**src/core/storage_port_consts.vh**
```
/*
  Constants for the storage port control and maintenance registers:
  register addresses, field positions, command values, port state codes
  and timing figures.
  Assumes it is included by bare name from every design file that needs it.
*/
`ifndef STORAGE_PORT_CONSTS_VH
`define STORAGE_PORT_CONSTS_VH

// ==========================================================
// Register addresses (longword I/O space)
`define ADDR_SOFT_CHIP_RESET          32'h2000_4030
`define ADDR_SHARED_HEADER_ADDRESS    32'h2000_4044
`define ADDR_PORT_ENABLE_COMMAND      32'h2000_409C
`define ADDR_PORT_DISABLE_COMMAND     32'h2000_40A0
`define ADDR_PORT_INITIALIZE_COMMAND  32'h2000_40A4
`define ADDR_TIMER_RESTART_COMMAND    32'h2000_40A8
`define ADDR_TIMER_FORCE_EXPIRY_CMD   32'h2000_40AC
`define ADDR_MAINT_CONTROL_STATUS     32'h2000_40B0

// ==========================================================
// Write values
`define CMD_GO_VALUE                  32'h0000_0001
`define CHIP_RESET_KEY                32'hFFFF_FFFF

// ==========================================================
// Maintenance control/status fields
`define MCS_MAINT_INIT_BIT            0
`define MCS_TIMER_DISABLE_BIT         1
`define MCS_INTERRUPT_ENABLE_BIT      2
`define MCS_SIMPLIFIED_MODE_BIT       3
`define MCS_HOST_ACCESS_FEATURE_BIT   4
`define MCS_CTRL_RESET                4'h0

// ==========================================================
// Port status word flag positions
`define PSW_DISABLE_COMPLETE_BIT      2
`define PSW_TIMER_EXPIRED_BIT         6

// ==========================================================
// Port states; bit 0 marks the maintenance variant
`define ST_UNINIT                     3'h0
`define ST_UNINIT_MAINT               3'h1
`define ST_DISABLED                   3'h2
`define ST_DISABLED_MAINT             3'h3
`define ST_ENABLED                    3'h4
`define ST_ENABLED_MAINT              3'h5

// ==========================================================
// Timing
`define CLK_HZ                        10000000
`define TIMER_TIMEOUT_S               7'h64
`define TICK_CYCLES_PER_S             24'h98_9680
`define INIT_CYCLES                   4'h8
`define MAINT_INIT_CYCLES             4'h4

`endif

```
**src/core/maint_timer.v**
```verilog
/*
  Maintenance watchdog timer: a one-second tick divider and a seconds
  down counter that flags expiry once per load.
  Assumes a single clock and a synchronous active-low reset that already
  includes the software chip reset.
*/
`timescale 1ns/1ns
`include "storage_port_consts.vh"

module maint_timer #(
  parameter [23:0] TICK_CYCLES = `TICK_CYCLES_PER_S,
  parameter [6:0]  TIMEOUT_S   = `TIMER_TIMEOUT_S
) (
  input  wire mclk_i,
  input  wire rst_n_i,
  input  wire start_i,
  input  wire restart_i,
  input  wire hold_i,
  input  wire stop_i,
  output wire running_o,
  output reg  expire_o
);

  reg         active_q;
  reg  [23:0] pre_q;
  reg  [6:0]  sec_q;
  wire        tick;

  // ==========================================================
  // Divider enable and countdown
  assign tick      = (pre_q == TICK_CYCLES - 24'h00_0001);
  assign running_o = active_q & ~hold_i;

  // Hold reloads every cycle so release starts a fresh full period
  always @(posedge mclk_i)
  begin
    if (!rst_n_i)
    begin
      active_q <= 1'b0;
      pre_q    <= 24'h00_0000;
      sec_q    <= 7'h00;
      expire_o <= 1'b0;
    end
    else
    begin
      expire_o <= 1'b0;
      if (stop_i)
      begin
        active_q <= 1'b0;
        pre_q    <= 24'h00_0000;
        sec_q    <= TIMEOUT_S;
      end
      else if (start_i)
      begin
        active_q <= 1'b1;
        pre_q    <= 24'h00_0000;
        sec_q    <= TIMEOUT_S;
      end
      else if (hold_i)
      begin
        pre_q <= 24'h00_0000;
        sec_q <= TIMEOUT_S;
      end
      else if (restart_i && active_q)
      begin
        pre_q <= 24'h00_0000;
        sec_q <= TIMEOUT_S;
      end
      else if (active_q)
      begin
        if (tick)
        begin
          pre_q <= 24'h00_0000;
          if (sec_q <= 7'h01)
          begin
            active_q <= 1'b0;
            expire_o <= 1'b1;
          end
          else
          begin
            sec_q <= sec_q - 7'h01;
          end
        end
        else
        begin
          pre_q <= pre_q + 24'h00_0001;
        end
      end
    end
  end

endmodule

```
**src/core/storage_port_control_regs.v**
```verilog
/*
  Port control and maintenance registers of a storage host adapter:
  command registers, port state machine, maintenance control/status,
  software chip reset and the shared header address register.
  Assumes longword register accesses synchronous to mclk_i, one access
  per cycle, and an outside status block that releases the flags.
*/
`timescale 1ns/1ns
`include "storage_port_consts.vh"

module storage_port_control_regs #(
  parameter [23:0] TICK_CYCLES = `TICK_CYCLES_PER_S
) (
  input  wire        mclk_i,
  input  wire        rst_n_i,
  input  wire [31:0] reg_addr_i,
  input  wire        reg_wr_i,
  input  wire        reg_rd_i,
  input  wire [31:0] reg_wdata_i,
  output reg  [31:0] reg_rdata_o,
  output reg         reg_rvalid_o,
  input  wire        status_release_i,
  output wire        disable_complete_flag_o,
  output wire        timer_expired_flag_o,
  output wire        int_req_o,
  output wire [2:0]  port_state_o,
  output wire        init_busy_o,
  output wire        timer_running_o,
  output wire        host_access_feature_bit_o,
  output wire        simplified_mode_bit_o,
  output wire [31:0] shared_header_address_o
);

  // ==========================================================
  // Declarations
  reg         soft_reset_q;
  wire        rst_n_int;
  reg  [2:0]  state_q;
  reg  [2:0]  state_d;
  reg         init_busy_q;
  reg         init_busy_d;
  reg  [3:0]  init_cnt_q;
  reg  [3:0]  init_cnt_d;
  reg         min_busy_q;
  reg  [3:0]  min_cnt_q;
  reg  [3:0]  ctrl_q;
  reg         pdc_q;
  reg         mte_q;
  reg  [31:0] header_addr_q;
  wire        is_go;
  wire        wr_enable;
  wire        wr_disable;
  wire        wr_init;
  wire        wr_restart;
  wire        wr_force;
  wire        wr_mcs;
  wire        wr_header;
  wire        wr_chip_reset;
  wire        min_start;
  wire        min_done;
  wire        init_done;
  wire        timer_expire;
  wire        timer_running;
  wire        expiry_event;
  reg         pdc_set;
  reg         timer_start;
  reg  [31:0] rdata_d;

  // ==========================================================
  // Software chip reset
  // One-cycle internal pulse folded into the synchronous reset; it only
  // answers to the pin reset, so it cannot hold itself in reset.
  always @(posedge mclk_i)
  begin
    if (!rst_n_i)
    begin
      soft_reset_q <= 1'b0;
    end
    else
    begin
      soft_reset_q <= wr_chip_reset;
    end
  end

  assign rst_n_int = rst_n_i & ~soft_reset_q;

  // ==========================================================
  // Write decode
  // Only the value one starts a command; anything else is dropped
  assign is_go         = (reg_wdata_i == `CMD_GO_VALUE);
  assign wr_enable     = reg_wr_i && is_go && (reg_addr_i == `ADDR_PORT_ENABLE_COMMAND);
  assign wr_disable    = reg_wr_i && is_go && (reg_addr_i == `ADDR_PORT_DISABLE_COMMAND);
  assign wr_init       = reg_wr_i && is_go && (reg_addr_i == `ADDR_PORT_INITIALIZE_COMMAND);
  assign wr_restart    = reg_wr_i && is_go && (reg_addr_i == `ADDR_TIMER_RESTART_COMMAND);
  assign wr_force      = reg_wr_i && is_go && (reg_addr_i == `ADDR_TIMER_FORCE_EXPIRY_CMD);
  assign wr_mcs        = reg_wr_i && (reg_addr_i == `ADDR_MAINT_CONTROL_STATUS);
  assign wr_header     = reg_wr_i && (reg_addr_i == `ADDR_SHARED_HEADER_ADDRESS);
  assign wr_chip_reset = reg_wr_i && (reg_addr_i == `ADDR_SOFT_CHIP_RESET) &&
                         (reg_wdata_i == `CHIP_RESET_KEY);

  // Maintenance init starts on a written one; a zero does nothing
  assign min_start = wr_mcs && reg_wdata_i[`MCS_MAINT_INIT_BIT] && !min_busy_q;
  assign min_done  = min_busy_q && (min_cnt_q == `MAINT_INIT_CYCLES - 4'h1);
  assign init_done = init_busy_q && (init_cnt_q == `INIT_CYCLES - 4'h1);

  // Force-expiry behaves as a real expiry so software sees one path
  assign expiry_event = timer_expire | wr_force;

  // ==========================================================
  // Maintenance control/status register
  always @(posedge mclk_i)
  begin
    if (!rst_n_int)
    begin
      ctrl_q <= `MCS_CTRL_RESET;
    end
    else if (wr_mcs)
    begin
      ctrl_q <= reg_wdata_i[4:1];
    end
  end

  // Maintenance init sequencer; the bit reads one while it runs
  always @(posedge mclk_i)
  begin
    if (!rst_n_int)
    begin
      min_busy_q <= 1'b0;
      min_cnt_q  <= 4'h0;
    end
    else if (min_start)
    begin
      min_busy_q <= 1'b1;
      min_cnt_q  <= 4'h0;
    end
    else if (min_done)
    begin
      min_busy_q <= 1'b0;
      min_cnt_q  <= 4'h0;
    end
    else if (min_busy_q)
    begin
      min_cnt_q <= min_cnt_q + 4'h1;
    end
  end

  // ==========================================================
  // Port state machine
  // Priority: maintenance init, then expiry, then init completion, then
  // host commands. Maintenance variant bit survives enable/disable/init.
  always @*
  begin
    state_d     = state_q;
    init_busy_d = init_busy_q;
    init_cnt_d  = init_cnt_q;
    pdc_set     = 1'b0;
    timer_start = 1'b0;
    if (min_busy_q || min_start)
    begin
      state_d     = `ST_UNINIT;
      init_busy_d = 1'b0;
      init_cnt_d  = 4'h0;
    end
    else if (expiry_event)
    begin
      state_d     = `ST_UNINIT_MAINT;
      init_busy_d = 1'b0;
      init_cnt_d  = 4'h0;
    end
    else if (init_done)
    begin
      state_d     = {2'b01, state_q[0]};
      init_busy_d = 1'b0;
      init_cnt_d  = 4'h0;
      pdc_set     = 1'b1;
      timer_start = 1'b1;
    end
    else if (init_busy_q)
    begin
      init_cnt_d = init_cnt_q + 4'h1;
    end
    else if (wr_init)
    begin
      init_busy_d = 1'b1;
      init_cnt_d  = 4'h0;
    end
    else
    begin
      case (state_q)
        `ST_DISABLED, `ST_DISABLED_MAINT:
        begin
          if (wr_enable)
          begin
            state_d = {2'b10, state_q[0]};
          end
        end
        `ST_ENABLED, `ST_ENABLED_MAINT:
        begin
          if (wr_disable)
          begin
            state_d = {2'b01, state_q[0]};
            pdc_set = 1'b1;
          end
        end
        default:
        begin
          state_d = state_q;
        end
      endcase
    end
  end

  always @(posedge mclk_i)
  begin
    if (!rst_n_int)
    begin
      state_q     <= `ST_UNINIT;
      init_busy_q <= 1'b0;
      init_cnt_q  <= 4'h0;
    end
    else
    begin
      state_q     <= state_d;
      init_busy_q <= init_busy_d;
      init_cnt_q  <= init_cnt_d;
    end
  end

  // ==========================================================
  // Status flags
  // Set beats release so an event in the release cycle is kept
  always @(posedge mclk_i)
  begin
    if (!rst_n_int)
    begin
      pdc_q <= 1'b0;
      mte_q <= 1'b0;
    end
    else if (min_busy_q || min_start)
    begin
      pdc_q <= 1'b0;
      mte_q <= 1'b0;
    end
    else
    begin
      if (pdc_set)
      begin
        pdc_q <= 1'b1;
      end
      else if (status_release_i)
      begin
        pdc_q <= 1'b0;
      end
      if (expiry_event)
      begin
        mte_q <= 1'b1;
      end
      else if (status_release_i)
      begin
        mte_q <= 1'b0;
      end
    end
  end

  assign int_req_o = ctrl_q[`MCS_INTERRUPT_ENABLE_BIT - 1] & (pdc_q | mte_q);

  // ==========================================================
  // Shared header address
  // Not touched by maintenance init; only the pin reset or the software chip reset clears it
  always @(posedge mclk_i)
  begin
    if (!rst_n_int)
    begin
      header_addr_q <= 32'h0000_0000;
    end
    else if (wr_header && (state_q == `ST_UNINIT) && !init_busy_q)
    begin
      header_addr_q <= reg_wdata_i;
    end
  end

  // ==========================================================
  // Maintenance timer
  maint_timer #(
    .TICK_CYCLES (TICK_CYCLES),
    .TIMEOUT_S   (`TIMER_TIMEOUT_S)
  ) u_timer (
    .mclk_i    (mclk_i),
    .rst_n_i   (rst_n_int),
    .start_i   (timer_start),
    .restart_i (wr_restart),
    .hold_i    (ctrl_q[`MCS_TIMER_DISABLE_BIT - 1]),
    .stop_i    (min_busy_q | min_start | wr_force),
    .running_o (timer_running),
    .expire_o  (timer_expire)
  );

  // ==========================================================
  // Read path
  // Write-only registers and unmapped addresses read as zero
  always @*
  begin
    rdata_d = 32'h0000_0000;
    if (reg_addr_i == `ADDR_MAINT_CONTROL_STATUS)
    begin
      rdata_d = {27'h000_0000, ctrl_q, min_busy_q};
    end
    else if (reg_addr_i == `ADDR_SHARED_HEADER_ADDRESS)
    begin
      rdata_d = header_addr_q;
    end
    else
    begin
      rdata_d = 32'h0000_0000;
    end
  end

  always @(posedge mclk_i)
  begin
    if (!rst_n_int)
    begin
      reg_rdata_o  <= 32'h0000_0000;
      reg_rvalid_o <= 1'b0;
    end
    else
    begin
      reg_rvalid_o <= reg_rd_i;
      if (reg_rd_i)
      begin
        reg_rdata_o <= rdata_d;
      end
    end
  end

  // ==========================================================
  // Outputs
  assign disable_complete_flag_o   = pdc_q;
  assign timer_expired_flag_o      = mte_q;
  assign port_state_o              = state_q;
  assign init_busy_o               = init_busy_q;
  assign timer_running_o           = timer_running;
  assign host_access_feature_bit_o = ctrl_q[`MCS_HOST_ACCESS_FEATURE_BIT - 1];
  assign simplified_mode_bit_o     = ctrl_q[`MCS_SIMPLIFIED_MODE_BIT - 1];
  assign shared_header_address_o   = header_addr_q;

endmodule

```
**config.mk**
```make
export PLATFORM = sky130hd
export DESIGN_NAME = storage_port_control_regs
export DESIGN_NICKNAME = d
export VERILOG_FILES = /design/src/core/maint_timer.v /design/src/core/storage_port_control_regs.v
export VERILOG_INCLUDE_DIRS = /design/src /design/src/core
export SDC_FILE = /design/constraint.sdc
export NUM_CORES = 1
export LEC_CHECK = 0
export ABC_AREA = 0
export BUFFER_PORTS_ARGS = -buffer_cell sky130_fd_sc_hd__clkbuf_2
export CELL_PAD_IN_SITES_DETAIL_PLACEMENT = 1
export CELL_PAD_IN_SITES_GLOBAL_PLACEMENT = 1
export CORE_MARGIN = 2
export CORE_UTILIZATION = 34
export CTS_CLUSTER_SIZE = 12
export DETAILED_ROUTE_END_ITERATION = 8
export PLACE_DENSITY = 0.82
export SYNTH_ARGS = -nofsm -noshare
export SYNTH_HDL_FRONTEND = slang
export SYNTH_SLANG_ARGS = --single-unit
```
**constraint.sdc**
```tcl
create_clock -name mclk_i -period 1.99 [get_ports mclk_i]
set_input_delay 0.199 -clock mclk_i [delete_from_list [all_inputs] [get_ports mclk_i]]
set_output_delay 0.199 -clock mclk_i [all_outputs]
set_load 0.01 [all_outputs]
```
Word-level counts from Yosys, hierarchy flattened --
Index checks and enable logic that the tools add are counted.
Operators by class: $add $sub $neg 4, $lt $le $gt $ge 1, equality and inequality tests 26, muxes and demuxes 43, bitwise operators 15, reductions and logical operators 43
Operators by type and width (count):
- $eq A32 B30 Y1 const B | 8
- $mux W32 | 2
- $mux W7 | 7
- $eq A32 B1 Y1 const B | 1
- $eq A32 B32 Y1 const B | 1
- $mux W1 | 25
- $add A24 B1 Y24 const B | 1
- $eq A24 B24 Y1 const B | 1
- $mux W24 | 1
- $logic_and A1 B1 Y1 | 17
- $reduce_and A5 Y1 | 2
- $reduce_bool A2 Y1 | 5
- $reduce_bool A5 Y1 | 2
- $add A4 B1 Y4 const B | 2
- $mux W4 | 2
- $not A1 Y1 | 8
- $reduce_or A2 Y1 | 4
- $le A7 B1 Y1 const B | 1
- $reduce_or A7 Y1 | 1
- $sub A7 B1 Y7 const B | 1
- $eq A3 B2 Y1 const B | 2
- $eq A3 B3 Y1 const B | 2
- $mux W2 | 3
- $mux W3 | 2
- 18 further kinds | 31
Storage, ports and cells: flip-flop bits (word level) 118, input port bits 69, output and inout port bits 75, logic and storage cells 151

Depth between registers and ports, before layout --
Gate-level depths: netlist (run 1).
depth in word-level cells 11, depth in mapped cells 8

Modules after synthesis --
Synthesis (run 1) repeated with hierarchy kept, for this count alone.
Unflattened totals: cells, all modules 618, area, all modules 5202.5 um^2
By module, submodules not included:
- storage_port_control_regs | instances 1, cells an instance 441, area an instance 3622.2 um^2, sequential area each 1701.6 um^2
- maint_timer | instances 1, cells an instance 177, area an instance 1580.3 um^2, sequential area each 660.6 um^2

Worst setup path after synthesis (run 1) --
Ideal clock, no wire load.
kind in2reg, start point in reg_addr_i[7], end point reg header_addr_q[24], in the netlist shared_header_address_o[24], setup time 0.132 ns, arrival time 1.802 ns, path slack 0.055 ns, stages on the path 7, buffers on the path 2, cells stage by stage or4b_1 > or4_1 > or2_1 > buf_6 > buf_6 > nand2_1 > a21oi_1
On the way: word-level cells in the longest chain between the ends 4
RTL lines:
- start, declared | line storage_port_control_regs.v:16 | input wire [31:0] reg_addr_i,
- $eq A32 B30 Y1 (no source line)
- $logic_and A1 B1 Y1 | line storage_port_control_regs.v:97 | assign wr_header = reg_wr_i && (reg_addr_i == `ADDR_SHARED_HEADER_ADDRESS);
- $logic_and A1 B1 Y1 (2 in a row) | line storage_port_control_regs.v:276 | else if (wr_header && (state_q == `ST_UNINIT) && !init_busy_q)
- end signal, assigned | line storage_port_control_regs.v:278 | header_addr_q <= reg_wdata_i;
- end, declared | line storage_port_control_regs.v:49 | reg [31:0] header_addr_q;
Every way passes these cells. A chain may end at the register's enable or synchronous reset.

Worst setup path in the final report (run 1) --
start point reg u_timer.pre_q[19], end point reg u_timer.active_q
On the way: word-level cells in the longest chain between the ends 6
RTL lines:
- start, declared | line maint_timer.v:25 | reg [23:0] pre_q;
- start signal, assigned | line maint_timer.v:86 | pre_q <= pre_q + 24'h00_0001;
- $eq A24 B24 Y1 | line maint_timer.v:31 | assign tick = (pre_q == TICK_CYCLES - 24'h00_0001);
- $mux W1 | line maint_timer.v:71 | if (tick)
- $mux W1 | line maint_timer.v:69 | else if (active_q)
- $mux W1 | line maint_timer.v:64 | else if (restart_i && active_q)
- $mux W1 | line maint_timer.v:59 | else if (hold_i)
- $mux W1 | line maint_timer.v:53 | else if (start_i)
- end signal, assigned | line maint_timer.v:49 | active_q <= 1'b0;
- end signal, assigned | line maint_timer.v:55 | active_q <= 1'b1;
- end signal, assigned | line maint_timer.v:76 | active_q <= 1'b0;
- end, declared | line maint_timer.v:24 | reg active_q;
Every way passes these cells. The select of a mux whose other input is x is not followed.

==> results.yml, run 1 <==
status:
  status: "finished, final reports clean"
clock_tree:
  cts_hold_buffers: 0
  clock-root-buffer: "clkbuf_16"
  cts-buffers-inserted: 17
  cts.sink_count: 118
  clk_latency_ps: 410
  htree_levels: 4
  clock_path_buffers: 2
  cts_tree: "built"
  path_clk_slew_ps: 60
  cts_setup_buffers: 0
floorplan:
  start_util_pct: 35.1
  die_height_um: 127
  num_rows: 44
  io_pins: 144
  die_w_um: 127
  die_area_um2: 16100
  coreArea_um2: 14600
synthesis:
  yosysWarnings: 0
  synth_edf_count: 0
  synth_cell_types: 51
  synthFlopType: "dfxtp_1"
  syn_area_per_cell_um2: 8.59
  syn_nets: 672
  seq_area_frac_synth_pct: 46.0
  synth_cells: 598
  synth_async_sr_flop_share_pct: 0
  synth-seq-cells: 118
  syn_area_um2: 5130
placed_design:
  io_buffers: 143
  dp_hpwl_um: 13100
  gp_congestion: 0.845
  dpl_cell_area_um2: 6530
  place_ws_ps: -270
power_and_ir_drop:
  p_sw_share_pct: 21.1
  clkPwrFrac_pct: 55.9
  combPwrFrac_pct: 4.7
  power_frac_seq_pct: 39.4
  ir_worst_vdd_mv: 0.614
  p_int_uw: 4750
  leakage_uw: 0.00294
  power_switching_uw: 1270
  power_density_nw_per_um2: 829
routing:
  drcViolationCount: 0
  post_drt_wl_per_cell_um: 18.2
  dr.pass1.iters: 5
  drt_wl_total_um: 18300
  drt-vias-per-instance: 5.42
  route.antenna.remaining_nets: 0
  vias: 5445
  drt-initial-drc-count: 271
min_path:
  hold_path_class: "in2reg"
  min-delay-start: "reg_wdata_i[7]"
sta:
  tightestPinTransition_ps: 706
  slew_headroom_pct: 52.9
  setup_ws_ps: 83.3
  hold_slack_ps: 52.6
  timing.fmax_ghz: 0.524
  setup-tns-final_ps: 0
  setup_viol: 0
  fin_crit_sh_pct: 95.8
  finalMaxSlewViolations: 0
  rsz0062_at_grt: "false"
  finalHoldViolations: 0
  worst_clock_skew_ps: 6.64
  period_minus_slack_ps: 1910
critical_path:
  r2r_start: "u_timer.pre_q[19]$_SDFFE_PP0P_"
  cp-start-kind: "flop"
  crit_path_end_kind: "flop"
  cp-startpoint: "u_timer.pre_q[19]$_SDFFE_PP0P_"
  critical_path_class: "reg2reg"
  critPathArrivalTime_ps: 2210
  cp_max_fo: 4
  cp.required_ps: 2300
global_route:
  grt_usage_pct: 22.9
  antenna_found_initial: 0
  grt_pass1_wl_um: 29100
  grt_max_degree: 70
  grt_pass1_vias: 5686
  overflow: 0
finish:
  drive_gt1_share_pct: 33.2
  final_area_um2: 7260
  area_growth_pct: 41.3
  finalCoreUtilization_pct: 49.6
  nFillCells: 1753
  antenna_cells: 0
  finalNetCount: 881
flow_run:
  max_cap_viol_count: 0
-- layout by cell type, fill, tap and decap left out, drive strengths merged, types with 2 or more instances in the layout --
master / count
clkbuf: 163
dfxtp: 118
nor2: 94
nand2: 86
buf: 74
a21oi: 44
a22oi: 28
nor4: 23
nand4: 22
nor3: 21
xor2: 17
nand3: 16
xnor2: 15
inv: 10
and3: 8
mux2i: 7
nand2b: 7
nor4b: 7
nand4b: 5
a221oi: 5
bufinv: 5
or4: 5
ha: 5
clkinv: 5
nor2b: 3
or2: 3
nand3b: 2
and4bb: 2
and4: 2
o2111ai: 2
o21ai: 2
clkinvlp: 2
-- worst paths after layout --
check / end / slack [ps] / depth (start not counted)
worst min-delay path: shared_header_address_o[7]$_SDFFE_PN0P_ / 50 / 3
worst min register to register: shared_header_address_o[23]$_SDFFE_PN0P_ / 470 / 2
worst max register to register: u_timer.active_q$_SDFFE_PP0P_ / 80 / 6
worst max-delay path: u_timer.active_q$_SDFFE_PP0P_ / 80 / 6
-- registers in the layout (all words and copies together) (netlist names), 3 cells and up --
| register | count |
|---|---|
| reg_rdata_o | 32 |
| ctrl_q | 4 |
| min_cnt_q | 4 |
| port_state_o | 3 |
| u_timer.pre_q | 24 |
| init_cnt_q | 4 |
| shared_header_address_o | 32 |
| u_timer.sec_q | 7 |
-- Yosys cell counts (all sizes together) (3+ instances only) --
cell | instances | area share, %
mux2i | 7 | 1.4
or2 | 3 | 0.37
a21oi | 44 | 4.3
nor4 | 23 | 3.9
ha | 5 | 1.2
nand2b | 7 | 0.85
and3 | 8 | 0.97
nand4 | 22 | 2.8
nor2 | 94 | 6.9
a22oi | 28 | 4.1
nor2b | 3 | 0.37
xnor2 | 15 | 2.6
or4 | 5 | 0.73
buf | 12 | 1.9
clkbuf | 15 | 1.1
nand2 | 86 | 6.3
dfxtp | 118 | 46
nand4b | 5 | 0.85
xor2 | 17 | 2.9
nor4b | 7 | 1.7
inv | 10 | 0.73
nand3 | 16 | 1.7
nor3 | 21 | 2.0
a221oi | 5 | 0.85
-- cell families (layout without fill, tap and decap cells) --
family / count (synthesis) / count (layout) / synth area share (%)
adder cells (fa/ha/maj): 5 / 5 / 1.22
XOR/XNOR: 32 / 32 / 5.46
AND/OR/NAND/NOR: 311 / 311 / 31.4
multiplexers: 7 / 7 / 1.36
buffers and inverters: 37 / 259 / 3.75
flip-flops: 118 / 118 / 46.0
AO/OA/AOI/OAI: 88 / 88 / 10.8
-- metrics by stage --
step | power [µW] | std cells
global placement | 2690 | 972
detailed placement | 2700 | 972
global route | 6200 | 1004
finish | 6020 | 1004
CTS | 6060 | 1004
floorplan | 2510 | 598
-- power by group through the flow --
stage          clock network [µW]  registers [µW]  logic [µW]
4_1_cts                      3410            2370         280
3_5_place_dp                    0            2420         274
3_3_place_gp                    0            2420         266
2_1_floorplan                   0            2430        81.8
6_report                     3360            2370         280
5_1_grt                      3530            2370         301
-- cell type report --
cell class | instances | area [µm²] | area share, %
clock buffers | 20 | 447 | 6.16
flip-flops and latches | 118 | 2360 | 32.6
repair buffers | 217 | 1320 | 18.2
well taps | 184 | 230 | 3.17
multi-input cells | 443 | 2660 | 36.6
inverters | 10 | 37.5 | 0.517
clock inverters | 12 | 201 | 2.78
-- critical path, cell delays in order (launching register included) --
cell	delay, ps
dfxtp_1	380
nand2_1	130
or4_1	480
nor4_1	320
buf_4	180
nand4_1	100
and3_1	210
-- layer usage --
layer	track usage (%)	vias up	part of all wire [%]
met4	9.63	0	2.4
li1	-	2540	-
met3	4.89	34	4.5
met1	26.3	2688	42
met5	0	-	0
met2	41.1	183	51
-- what timing repair did --
item                                    4_1_cts  5_1_grt
endpoints found under the setup margin       18       21
resized for setup                             4        9
pin swaps                                     1        2
endpoints found under the hold margin         0        0
(Power assumes the default switching activity.)
==> run 2, diff against run 1 <==
Settings changed: CORE_UTILIZATION 34 to 38, PLACE_DENSITY 0.82 to 0.86, SYNTH_HIERARCHICAL set to 1.
Clock period 1.99 ns to 1.95 ns, I/O delays scaled along.
==> run 2 against run 1 <==
  * The flow now finishes with violations (setup timing)
  * Worst setup slack lost 780 ps
  * Cell count is 6.6% higher
  * First-iteration DRC count grew to 3.2 times the previous value
  * Count of clock-buffer cells in the layout unchanged
  * Synthesized cell count is 3.3% higher
  * Register-to-register slack lost 530 ps
  * Non-clock buffer count rose by 53
  * Critical path type is now in2reg
  * Largest power group unchanged
==> results.yml, run 2 <==
status:
  status: "finished, violations left"
  violations: "setup timing"
synthesis:
  syn_area_per_cell_um2: 8.42
  yosysTopAreaCellShare_pct: 45.4
  synthFlopType: "dfxtp_1"
  synth_cell_types: 55
  synth_cells: 618
  seq_area_frac_synth_pct: 45.4
  yosys-top-cells-area: "dfxtp_1 (45%), a21oi_1 (6.6%), nand2_1 (6.5%)"
  synth_edf_count: 0
  synth_top_area_cell: "dfxtp_1"
  syn_area_um2: 5200
  synth_async_sr_flop_share_pct: 0
  synth-seq-cells: 118
  yosysWarnings: 6
  syn_nets: 692
  synth.most_common_cell: "dfxtp_1"
  synth_common_cells: "dfxtp_1 (118), nand2_1 (90), a21oi_1 (69)"
global_route:
  grt_pass1_vias: 7061
  antenna_found_initial: 3
  grt_max_degree: 66
  grt_pass1_wl_um: 41900
  grt_usage_pct: 38.5
  overflow: 0
sta:
  finalMaxSlewViolations: 0
  slew_headroom_pct: 39.3
  setup-tns-final_ps: -52470
  tightestPinTransition_ps: 910
  fin_crit_sh_pct: 136
  setup_viol: 113
  finalHoldViolations: 0
  setup_ws_ps: -698
  period_minus_slack_ps: 2650
  rsz0062_at_grt: "true"
  worst_clock_skew_ps: 12.8
  timing.fmax_ghz: 0.378
  hold_slack_ps: 157
clock_tree:
  path_clk_slew_ps: 60
  cts.sink_count: 118
  cts-buffers-inserted: 17
  clock-root-buffer: "clkbuf_16"
  cts_hold_buffers: 0
  htree_levels: 4
  clk_latency_ps: 450
  clock_path_buffers: 2
  cts_tree: "built"
critical_path:
  slowest_delay_ps: 600
  cp-start-kind: "input port"
  critPathMostFrequentCell: "or4_4"
  cp_top_family: "simple AND/OR/NAND/NOR gates"
  cp_slowest_cell: "or4_4"
  crit_buf_inv: 3
  worstPathCellList: "buf_6 -> or4_4 -> or4_4 -> and4b_2 -> nand2b_4 -> nand2_4 -> nor3_4 -> a2111oi_4 -> buf_4 -> nand3_4 -> clkbuf_16 -> nor2_1"
  crit_path_end_kind: "flop"
  critical_path_class: "in2reg"
  critPathArrivalTime_ps: 3030
  cp_max_fo: 4
  cp.required_ps: 2330
  rrSetupSlack_ps: -450
floorplan:
  io_pins: 144
  start_util_pct: 39.1
  die_height_um: 121
  num_rows: 42
  die_area_um2: 14600
  die_w_um: 121
  coreArea_um2: 13300
routing:
  vias: 7128
  drt_wl_total_um: 34100
  post_drt_wl_per_cell_um: 31.9
  drcViolationCount: 0
  drt-initial-drc-count: 878
  route.antenna.remaining_nets: 0
  dr.pass1.iters: 5
  drt-vias-per-instance: 6.66
finish:
  finalNetCount: 951
  layout_common_cells: "clkbuf_2 (142), dfxtp_1 (118), buf_4 (103)"
  area_growth_pct: 65.7
  drive_gt1_share_pct: 47.9
  nFillCells: 1484
  mostFrequentLayoutCell: "clkbuf_2"
placed_design:
  io_buffers: 143
  dp_hpwl_um: 14000
  gp_congestion: 0.836
min_path:
  hold_path_class: "in2reg"
power_and_ir_drop:
  ir_worst_vdd_mv: 0.782
  leakage_uw: 0.00339
  power_density_nw_per_um2: 745
flow_run:
  max_cap_viol_count: 0
[run 2: changes by cell type after synthesis, sizes merged, moves of 5 or more]
cell,previous run,this run
a21oi,44,69
a221oi,5,0
a22oi,28,3
a31oi,1,8
clkbuf,15,22
nand2b,7,34
nand3,16,44
nor2,94,48
nor3,21,8
nor4,23,15
o21ai,2,7
or4,5,13
xnor2,15,8
[run 2: area by class of cell]
| cell class | instances | area [µm²] | area share [%] |
|---|---|---|---|
| antenna | 4 | 10.0 | 0.116 |
| clock buffer | 20 | 467 | 5.41 |
| clock inverter | 12 | 174 | 2.02 |
| inverter | 12 | 45.0 | 0.523 |
| multi-input combinational | 458 | 3370 | 39.1 |
| sequential | 118 | 2360 | 27.4 |
| tap | 176 | 220 | 2.55 |
| timing repair buffer | 270 | 1970 | 22.8 |
[run 2: worst register-to-register path: cells and delay by family (launching register included)]
family / cells / cell delay [ps]
DFF: 1 / 310
and+or+nand+nor: 3 / 1130
AOI/OAI and AO/OA: 2 / 600
buffers and inverters: 1 / 220
[run 2: where the power goes]
group          internal [µW]  switching [µW]  leakage (µW)
sequential              2420            3.83      0.000951
combinational            170             241       0.00213
clock                   2240            1350      0.000304
[run 2: final timing paths]
kind / cells past startpoint / startpoint / end
min: 3 / rst_n_i / port_state_o[1]$_SDFFE_PP0P_
max: 12 / reg_addr_i[21] / u_timer/pre_q[17]$_SDFFE_PP0P_
max reg2reg: 6 / u_timer/pre_q[17]$_SDFFE_PP0P_ / u_timer/sec_q[2]$_SDFFE_PN0P_
min reg2reg: 2 / reg_rdata_o[5]$_SDFFE_PN0P_ / reg_rdata_o[5]$_SDFFE_PN0P_
[run 2: kinds of logic (layout without fill, tap and decap cells)]
logic type	after synthesis	in the layout	share of synthesized area, %
AO/OA/AOI/OAI	107	107	12.4
XOR/XNOR	27	27	4.55
adder cells (fa/ha/maj)	5	5	1.20
buffers and inverters	42	314	3.25
flip-flops	118	118	45.4
multiplexers	7	7	1.35
other	0	4	0
AND/OR/NAND/NOR	312	312	31.9
[run 2: what timing repair did]
item	4_1_cts	5_1_grt
gates cloned	8	2
setup buffers	13	11
setup endpoints to repair	84	114
resized for setup	60	93
pin swaps	29	37
[run 2: per-layer routing]
| layer | vias to the layer above | global-route usage (%) | share of wire (%) |
|---|---|---|---|
| met5 | - | 0 | 0 |
| li1 | 2733 | - | - |
| met1 | 3389 | 39.3 | 33 |
| met2 | 685 | 67.2 | 46 |
| met4 | 0 | 29.9 | 11 |
| met3 | 321 | 9.30 | 10 |
[run 2: per-stage QoR]
stage / std cells / cell area (µm²) / utilization (%) / worst slack (ps) / total power, µW
5_1_grt: 1069 / 8620 / 64.8 / -718 / 6520
3_5_place_dp: 1006 / 6930 / 52.1 / -1000 / 2770
2_1_floorplan: 618 / 5340 / - / -789 / 2560
3_3_place_gp: 1006 / 6930 / 52.1 / -817 / 2760
6_report: 1070 / 8620 / 64.8 / -698 / 6420
4_1_cts: 1057 / 8110 / 61.0 / -585 / 6210
